==> config.mk <==
export PLATFORM = sky130hd
export DESIGN_NAME = wss_status_regs
export DESIGN_NICKNAME = d
export VERILOG_FILES = /design/src/design/wss_pkg.sv /design/src/design/wss_flag_bank.sv /design/src/design/wss_level_capture.sv /design/src/design/wss_status_regs.sv
export SDC_FILE = /design/constraint.sdc
export NUM_CORES = 1
export LEC_CHECK = 0
export ABC_AREA = 1
export BUFFER_PORTS_ARGS = -buffer_cell sky130_fd_sc_hd__buf_2
export CAP_MARGIN = 10
export CORE_MARGIN = 1
export CORE_UTILIZATION = 38
export CTS_CLUSTER_DIAMETER = 100
export CTS_CLUSTER_SIZE = 25
export DETAILED_ROUTE_END_ITERATION = 16
export PLACE_DENSITY = 0.62
export SLEW_MARGIN = 20
export SYNTH_ARGS = -nofsm -noshare
export SYNTH_HDL_FRONTEND = slang
export SYNTH_SLANG_ARGS = --single-unit
==> constraint.sdc <==
create_clock -name clk_sys -period 1 [get_ports clk_sys]
set_input_delay 0.05 -clock clk_sys [delete_from_list [all_inputs] [get_ports clk_sys]]
set_output_delay 0.05 -clock clk_sys [all_outputs]
set_load 0.02 [all_outputs]
==> src/design/wss_pkg.sv <==
// How it works
// Bus undervolt comparator follows transceiver mode bit
// Wake flags mark bus, timer, wake, general pins
// Fail-safe wake events set the same flags
// Power-on or soft reset zeroes all flags
// Restart keeps wake flags, reserved bits zero
// Reserved positions always read as zero
// Level bit 7 shows development-mode strap
// Level bit 6 shows interrupt pull-up strap
// Level register shows pin and wake-input levels
// General level updates in normal/stop when configured
// Cyclic wake inputs refresh on each sample
// General pins never use cyclic sampling
// Pin selected as general shows level anyway
// Four switch overload flags, switch four highest
// Four switch open-load flags, separate register
// Host treats overload flags cautiously at low supply
// Restart keeps switch flags, upper nibble zero
// Flags stay set until host clear access
package wss_pkg;

    // Register addresses on the serial control interface
    localparam logic [6:0] WSS_ADDR_WAKE_A = 7'h46;
    localparam logic [6:0] WSS_ADDR_WAKE_B = 7'h47;
    localparam logic [6:0] WSS_ADDR_LEVEL = 7'h48;
    localparam logic [6:0] WSS_ADDR_OVERLOAD = 7'h54;
    localparam logic [6:0] WSS_ADDR_OPEN_LOAD = 7'h55;

    // Field positions in wake source register a
    localparam int WSS_POS_BUS_WAKE = 5;
    localparam int WSS_POS_TIMER_WAKE = 4;
    localparam int WSS_POS_WAKE_IN_LO = 0;

    // Field positions in wake source register b
    localparam int WSS_POS_GEN_WAKE_LO = 4;

    // Field positions in the level register
    localparam int WSS_POS_DEV_STRAP = 7;
    localparam int WSS_POS_PULLUP_STRAP = 6;
    localparam int WSS_POS_GEN_LVL_LO = 4;
    localparam int WSS_POS_WAKE_LVL_LO = 0;

    // Field position of switch flags in both switch registers
    localparam int WSS_POS_SWITCH_LO = 0;

    // Reset value and value read at unmapped addresses
    localparam logic [7:0] WSS_RST_STATUS = 8'h00;
    localparam logic [7:0] WSS_RD_UNMAPPED = 8'h00;

    // Operating mode reported by the mode controller
    typedef enum logic [1:0] {
        WSS_MODE_NORMAL = 2'b00,
        WSS_MODE_STOP = 2'b01,
        WSS_MODE_SLEEP = 2'b10,
        WSS_MODE_OTHER = 2'b11
    } wss_mode_t;

    // Function configured on a general-purpose pin
    typedef enum logic [1:0] {
        WSS_GCFG_OFF = 2'b00,
        WSS_GCFG_WAKE = 2'b01,
        WSS_GCFG_LOW_SIDE = 2'b10,
        WSS_GCFG_HIGH_SIDE = 2'b11
    } wss_gcfg_t;

endpackage

==> src/design/wss_flag_bank.sv <==
// Sticky event flags with clear access; a set in the clear cycle wins
module wss_flag_bank
    import wss_pkg::*;
#(
    parameter int W = 4
) (
    // Clock and reset
    input wire logic clk_sys,
    input wire logic rst,
    input wire logic soft_rst,
    // Events and clear
    input wire logic [W-1:0] set_vec,
    input wire logic clr,
    // Flag state
    output logic [W-1:0] flags
);

    typedef struct packed {
        logic [W-1:0] flags;
    } wss_bank_t;

    wss_bank_t st_r; // Registered state
    wss_bank_t st_nxt; // Next state

    // Next flag value: soft reset zeroes, else clear then set
    always_comb begin
        st_nxt = st_r;
        if (soft_rst) begin
            st_nxt.flags = '0;
        end else begin
            if (clr) begin
                st_nxt.flags = '0;
            end
            st_nxt.flags = st_nxt.flags | set_vec;
        end
    end

    // State register; restart has no effect so flags are kept
    always_ff @(posedge clk_sys) begin
        if (rst) begin
            st_r <= '0;
        end else begin
            st_r <= st_nxt;
        end
    end

    assign flags = st_r.flags;
endmodule

==> src/design/wss_level_capture.sv <==
// Level capture for wake inputs and general-purpose pins
module wss_level_capture
    import wss_pkg::*;
(
    // Clock and reset
    input wire logic clk_sys,
    input wire logic rst,
    // Wake inputs and sampling
    input wire logic [2:0] wake_in_pin,
    input wire logic [2:0] wake_cyclic,
    input wire logic sample_strobe,
    // General-purpose pins
    input wire logic [1:0] gen_pin,
    input wss_mode_t sbc_mode,
    input wss_gcfg_t gen_cfg1,
    input wss_gcfg_t gen_cfg2,
    input wire logic [1:0] gen_sel_gpio,
    // Captured levels
    output logic [2:0] wake_lvl,
    output logic [1:0] gen_lvl
);

    typedef struct packed {
        logic [2:0] wake_lvl;
        logic [1:0] gen_lvl;
    } wss_lvl_t;

    wss_lvl_t st_r; // Registered levels
    wss_lvl_t st_nxt; // Next levels
    logic gen_mode_ok; // Normal or stop mode
    logic [1:0] gen_upd; // Per-pin update permission

    // Update permission of the general pins
    always_comb begin
        gen_mode_ok = (sbc_mode == WSS_MODE_NORMAL) || (sbc_mode == WSS_MODE_STOP);
        gen_upd[0] = gen_sel_gpio[0] || (gen_mode_ok && gen_cfg1 != WSS_GCFG_OFF);
        gen_upd[1] = gen_sel_gpio[1] || (gen_mode_ok && gen_cfg2 != WSS_GCFG_OFF);
    end

    // Next levels; cyclic wake inputs only move on a sample
    always_comb begin
        st_nxt = st_r;
        for (int i = 0; i < 3; i++) begin
            if (!wake_cyclic[i] || sample_strobe) begin
                st_nxt.wake_lvl[i] = wake_in_pin[i];
            end
        end
        for (int j = 0; j < 2; j++) begin
            if (gen_upd[j]) begin
                st_nxt.gen_lvl[j] = gen_pin[j];
            end
        end
    end

    // Level register
    always_ff @(posedge clk_sys) begin
        if (rst) begin
            st_r <= '0;
        end else begin
            st_r <= st_nxt;
        end
    end

    assign wake_lvl = st_r.wake_lvl;
    assign gen_lvl = st_r.gen_lvl;
endmodule

==> src/design/wss_status_regs.sv <==
// Wake and switch status register group
module wss_status_regs
    import wss_pkg::*;
(
    // Clock and reset
    input wire logic clk_sys,
    input wire logic rst,
    input wire logic soft_rst,
    input wire logic restart,
    // Register access from the serial control interface
    input wire logic rd_en,
    input wire logic clr_en,
    input wire logic [6:0] reg_addr,
    output logic [7:0] rd_data,
    // Bus transceiver
    input wire logic bus_xcvr_mode,
    output logic bus_supply_undervolt_en,
    // Wake events, normal and from fail-safe
    input wire logic bus_wake_evt,
    input wire logic timer_wake_evt,
    input wire logic [2:0] wake_in_evt,
    input wire logic [1:0] gen_pin_wake_evt,
    input wire logic failsafe_wake,
    // Wake input and general pin levels
    input wire logic [2:0] wake_in_pin,
    input wire logic [2:0] wake_cyclic,
    input wire logic sample_strobe,
    input wire logic [1:0] gen_pin,
    input wss_mode_t sbc_mode,
    input wss_gcfg_t gen_cfg1,
    input wss_gcfg_t gen_cfg2,
    input wire logic [1:0] gen_sel_gpio,
    // Configuration straps
    input wire logic fail_out3_test_pin,
    input wire logic int_pullup_sense,
    // High-side switch diagnostics
    input wire logic [3:0] switch_overload_evt,
    input wire logic [3:0] switch_open_load_evt
);

    // Whole state of the top: read data, comparator enable, straps and capture control
    typedef struct packed {
        logic [7:0] rd_data;
        logic bus_uv_en;
        logic dev_mode_strap;
        logic int_pullup_strap;
        logic strap_take;
    } wss_top_t;

    wss_top_t st_r; // Registered state
    wss_top_t st_nxt; // Next state

    // Flag views
    logic [4:0] wake_a_flags; // Bus, timer, wake inputs three..one
    logic [1:0] wake_b_flags; // General pins two and one
    logic [3:0] overload_flags; // Switch overload
    logic [3:0] open_load_flags; // Switch open load
    logic [2:0] wake_lvl; // Wake input levels
    logic [1:0] gen_lvl; // General pin levels

    // Set and clear strobes of the flag banks
    logic [4:0] wake_a_set;
    logic [1:0] wake_b_set;
    logic clr_wake_a;
    logic clr_wake_b;
    logic clr_overload;
    logic clr_open_load;

    // Assembled register images
    logic [7:0] img_wake_a;
    logic [7:0] img_wake_b;
    logic [7:0] img_level;
    logic [7:0] img_overload;
    logic [7:0] img_open_load;
    logic [7:0] rd_mux;

    // Wake sources; a fail-safe wake sets the same flag as a normal one
    always_comb begin
        wake_a_set = {bus_wake_evt, timer_wake_evt, wake_in_evt};
        wake_b_set = gen_pin_wake_evt;
    end

    // Clear access decode; a clear acts only on its own register
    always_comb begin
        clr_wake_a = clr_en && (reg_addr == WSS_ADDR_WAKE_A);
        clr_wake_b = clr_en && (reg_addr == WSS_ADDR_WAKE_B);
        clr_overload = clr_en && (reg_addr == WSS_ADDR_OVERLOAD);
        clr_open_load = clr_en && (reg_addr == WSS_ADDR_OPEN_LOAD);
    end

    // Wake source register a flags
    wss_flag_bank #(
        .W(5)
    ) u_wake_a (
        .clk_sys(clk_sys),
        .rst(rst),
        .soft_rst(soft_rst),
        .set_vec(wake_a_set),
        .clr(clr_wake_a),
        .flags(wake_a_flags)
    );

    // Wake source register b flags
    wss_flag_bank #(
        .W(2)
    ) u_wake_b (
        .clk_sys(clk_sys),
        .rst(rst),
        .soft_rst(soft_rst),
        .set_vec(wake_b_set),
        .clr(clr_wake_b),
        .flags(wake_b_flags)
    );

    // Switch overload flags; overcurrent and overtemperature share one bit
    wss_flag_bank #(
        .W(4)
    ) u_overload (
        .clk_sys(clk_sys),
        .rst(rst),
        .soft_rst(soft_rst),
        .set_vec(switch_overload_evt),
        .clr(clr_overload),
        .flags(overload_flags)
    );

    // Switch open-load flags
    wss_flag_bank #(
        .W(4)
    ) u_open_load (
        .clk_sys(clk_sys),
        .rst(rst),
        .soft_rst(soft_rst),
        .set_vec(switch_open_load_evt),
        .clr(clr_open_load),
        .flags(open_load_flags)
    );

    // Wake input and general pin level capture
    wss_level_capture u_level (
        .clk_sys(clk_sys),
        .rst(rst),
        .wake_in_pin(wake_in_pin),
        .wake_cyclic(wake_cyclic),
        .sample_strobe(sample_strobe),
        .gen_pin(gen_pin),
        .sbc_mode(sbc_mode),
        .gen_cfg1(gen_cfg1),
        .gen_cfg2(gen_cfg2),
        .gen_sel_gpio(gen_sel_gpio),
        .wake_lvl(wake_lvl),
        .gen_lvl(gen_lvl)
    );

    // Register images; every reserved position is built as zero
    always_comb begin
        img_wake_a = WSS_RST_STATUS;
        img_wake_a[WSS_POS_BUS_WAKE] = wake_a_flags[4];
        img_wake_a[WSS_POS_TIMER_WAKE] = wake_a_flags[3];
        img_wake_a[WSS_POS_WAKE_IN_LO +: 3] = wake_a_flags[2:0];
        img_wake_b = WSS_RST_STATUS;
        img_wake_b[WSS_POS_GEN_WAKE_LO +: 2] = wake_b_flags;
        img_level = WSS_RST_STATUS;
        img_level[WSS_POS_DEV_STRAP] = st_r.dev_mode_strap;
        img_level[WSS_POS_PULLUP_STRAP] = st_r.int_pullup_strap;
        img_level[WSS_POS_GEN_LVL_LO +: 2] = gen_lvl;
        img_level[WSS_POS_WAKE_LVL_LO +: 3] = wake_lvl;
        img_overload = WSS_RST_STATUS;
        img_overload[WSS_POS_SWITCH_LO +: 4] = overload_flags;
        img_open_load = WSS_RST_STATUS;
        img_open_load[WSS_POS_SWITCH_LO +: 4] = open_load_flags;
    end

    // Read multiplexer; unmapped addresses answer zero
    always_comb begin
        unique case (reg_addr)
            WSS_ADDR_WAKE_A: rd_mux = img_wake_a;
            WSS_ADDR_WAKE_B: rd_mux = img_wake_b;
            WSS_ADDR_LEVEL: rd_mux = img_level;
            WSS_ADDR_OVERLOAD: rd_mux = img_overload;
            WSS_ADDR_OPEN_LOAD: rd_mux = img_open_load;
            default: rd_mux = WSS_RD_UNMAPPED;
        endcase
    end

    // Next state: read capture, comparator enable, strap capture
    always_comb begin
        st_nxt = st_r;
        // Read data is latched on a read strobe and held otherwise
        if (rd_en) begin
            st_nxt.rd_data = rd_mux;
        end
        // Comparator runs only in normal or receive-only transceiver mode
        st_nxt.bus_uv_en = bus_xcvr_mode;
        // Straps are taken on the first cycle after reset or restart
        st_nxt.strap_take = restart;
        if (st_r.strap_take) begin
            st_nxt.dev_mode_strap = fail_out3_test_pin;
            st_nxt.int_pullup_strap = int_pullup_sense;
        end
    end

    // State register; strap capture is armed by reset
    always_ff @(posedge clk_sys) begin
        if (rst) begin
            st_r.rd_data <= WSS_RST_STATUS;
            st_r.bus_uv_en <= 1'b0;
            st_r.dev_mode_strap <= 1'b0;
            st_r.int_pullup_strap <= 1'b0;
            st_r.strap_take <= 1'b1;
        end else begin
            st_r <= st_nxt;
        end
    end

    // Outputs
    assign rd_data = st_r.rd_data;
    assign bus_supply_undervolt_en = st_r.bus_uv_en;
endmodule

==> flow_metrics.tcl <==
set metrics [dict create \
    status "complete, but fails checks" \
    violations "hold timing" \
    dp_hpwl_mm 2.400 \
    syn_inst 194 \
    worstMarginPinSlew_ns 0.5438 \
    layout.cells.non_filler 312 \
    crit_path_end_kind "primary output" \
    synth_area_leaders "dfxtp_1 45%, nand2_1 9.5%, a21oi_1 8.8%, nor2_1 8.2%, nand3_1 7.4%" \
    syn_to_final_growth_pct 38.12 \
    utilization_pct 56.60 \
    place_congestion 0.7651 \
    r2r-start "u_wake_b.flags[0]$_SDFF_PP0_" \
    path_clk_slew_ns 0.06 \
    drt_iter0_drc 63 \
    grt_pass1_vias 1235 \
    syn_nets 243 \
    synth-main-ff-cell "dfxtp_1" \
    start_util_pct 40.98 \
    rrSetupSlack_ns 0.22 \
    rsz0062_at_grt "no" \
    cp_slowest_cell "dfxtp_1" \
    drv_slew 0 \
    synth.avg_cell_area_um2 7.327 \
    die_y_um 63.16 \
    syn_area_mm2 0.001421 \
    p_leak_nw 0.9088 \
    first_pass_iters 4 \
    clock_path_buffers 2 \
    hold_start "int_pullup_sense" \
    cts_sinks 32 \
    portBuffers 55 \
    insertion_delay_ns 0.28 \
    crit_chain "buf_2" \
    cts_htree_levels 2 \
    worstPathRequired_ns 0.95 \
    detail-route-antenna-nets 0 \
    cts-root-buf "clkbuf_8" \
    die_area_mm2 0.003989 \
    grt_pass1_wl_mm 5.271 \
    yosysTopAreaCell "dfxtp_1" \
    dp_cells 286 \
    synth_enable_flop_cells 0 \
    core_area_mm2 0.003468 \
    netlist.area_leader.share_pct 45.07 \
    fmax_mhz 1209 \
    power_density_mw_per_mm2 1363 \
    irDropWorstVdd_mv 0.8408 \
    finalSetupTns_ns 0 \
    fp.dieW_um 63.16 \
    ys_seq_elements 32 \
    critPathKind "flip-flop to primary output" \
    whs_ns -0.0006553 \
    yosys_warnings 0 \
    drt-total-wl_mm 3.110 \
    vias 1402 \
    cts_inserted_buffers 5 \
    yosysSeqAreaShare_pct 45.07 \
    critPathBufInv 1 \
    hold_end "img_level[6]$_SDFFE_PP0P_" \
    worstHoldPathType "input pin to flip-flop" \
    grt_max_degree 16 \
    cts_resized 0 \
    cap_viol_max_count 0 \
    slew_headroom_pct 63.75 \
    placed_cell_area_mm2 0.001693 \
    grt_use_total_pct 17.05 \
    finish.instance_area_mm2 0.001963 \
    diodes 0 \
    synth.distinct_cells 21 \
    min_period_over_period_pct 82.72 \
    critPathTopFamily "flip-flops" \
    drc 0 \
    nets 314 \
    cts_tree "done" \
    pin_count 58 \
    synth-async-reset-ratio_pct 0 \
    synth_commonest_cells "36 x nand2_1, 32 x dfxtp_1, 31 x nor2_1" \
    ff2ff_path_depth 4 \
    hold-path-cell-count 3 \
    yosysMostFrequentCell "nand2_1" \
    grt_overflow_total 0 \
    max_stage_delay_ns 0.33 \
    setup_viol 0 \
    reg2reg_to "rd_data[4]$_SDFFE_PP0P_" \
    crit_fanout 2 \
    wl_per_cell_um 9.968 \
    layout-drive-gt1-share_pct 29.32 \
    antenna_found_initial 0 \
    hold_violations 1 \
    critical_path_arrival_ns 0.78 \
    fin_skew_ns 0.002176 \
    rows 21 \
    routed_via_density 4.494 \
    period_needed_ns 0.8272 \
    crit_path_start_kind "flip-flop" \
]
==> registers in the layout, summed over array words and instances, names as in the netlist, 2 cells and up <==
register and flops:
rd_data 8, u_level.wake_lvl 3, img_level 2, u_open_load.flags 4, u_level.gen_lvl 2, u_wake_a.flags 5
u_wake_b.flags 2, u_overload.flags 4
==> where the power goes <==
group / leakage [nW] / internal (mW) / switching, mW
Sequential: 0.263 / 1.33 / 0.0292
Combinational: 0.600 / 0.172 / 0.154
Clock: 0.0455 / 0.560 / 0.432
Total: 0.909 / 2.06 / 0.615
==> per-stage QoR <==
| stage | power (mW) | setup WS, ns |
|---|---|---|
| after floorplan | 1.522 | 0.1630 |
| after global placement | 1.657 | -0.05517 |
| after detailed placement | 1.661 | -0.09365 |
| after CTS | 2.709 | 0.1594 |
| after global routing | 2.816 | 0.07788 |
| final | 2.676 | 0.1728 |
==> final cells by class <==
type                            instances  area, um^2
Fill cell                             349        1505
Multi-Input combinational cell        137       644.4
Sequential cell                        32       640.6
Timing Repair Buffer                   77       485.5
Clock buffer                            8       90.09
Tap cell                               46       57.56
Inverter                               12       45.04
==> kinds of logic after synthesis <==
kind of cell	after synthesis	share of synthesized area (%)
buf+inv	25	9.594
simple gates	107	34.51
compound gates	30	10.83
flops	32	45.07
==> per-layer routing <==
layer | track usage [%] | wire length (um)
met1 | 21.16 | 1559
met4 | 7.849 | 40
met5 | 0 | 0
met3 | 5.072 | 190
met2 | 26.88 | 1320
==> placed cells by master, fill, tap and decap left out, drive strengths merged <==
master and instances:
inv 12, nand3 21, o21ai 4, dlygate4sd3 18, nor3 4, dfxtp 32, clkbuf 8, buf 59
nand4 6, a21oi 26, or2 2, nand2 38, nor2 36
==> timing repair <==
action	CTS	global route
setup buffers	0	0
endpoints found under the hold margin	18	0
hold buffers	18	0
==> how the worst max path moves through the flow <==
stage	start	to	cells after the start
after floorplan	reg_addr[3]	u_wake_a.flags[4]$_SDFF_PP0_	6
after global placement	reg_addr[3]	u_open_load.flags[3]$_SDFF_PP0_	9
after detailed placement	reg_addr[3]	u_wake_a.flags[2]$_SDFF_PP0_	7
after CTS	rd_data[0]$_SDFFE_PP0P_	rd_data[0]	1
after global routing	reg_addr[3]	u_open_load.flags[0]$_SDFF_PP0_	9
final	rd_data[0]$_SDFFE_PP0P_	rd_data[0]	1
Note: power is estimated with default switching activity, not from simulation.
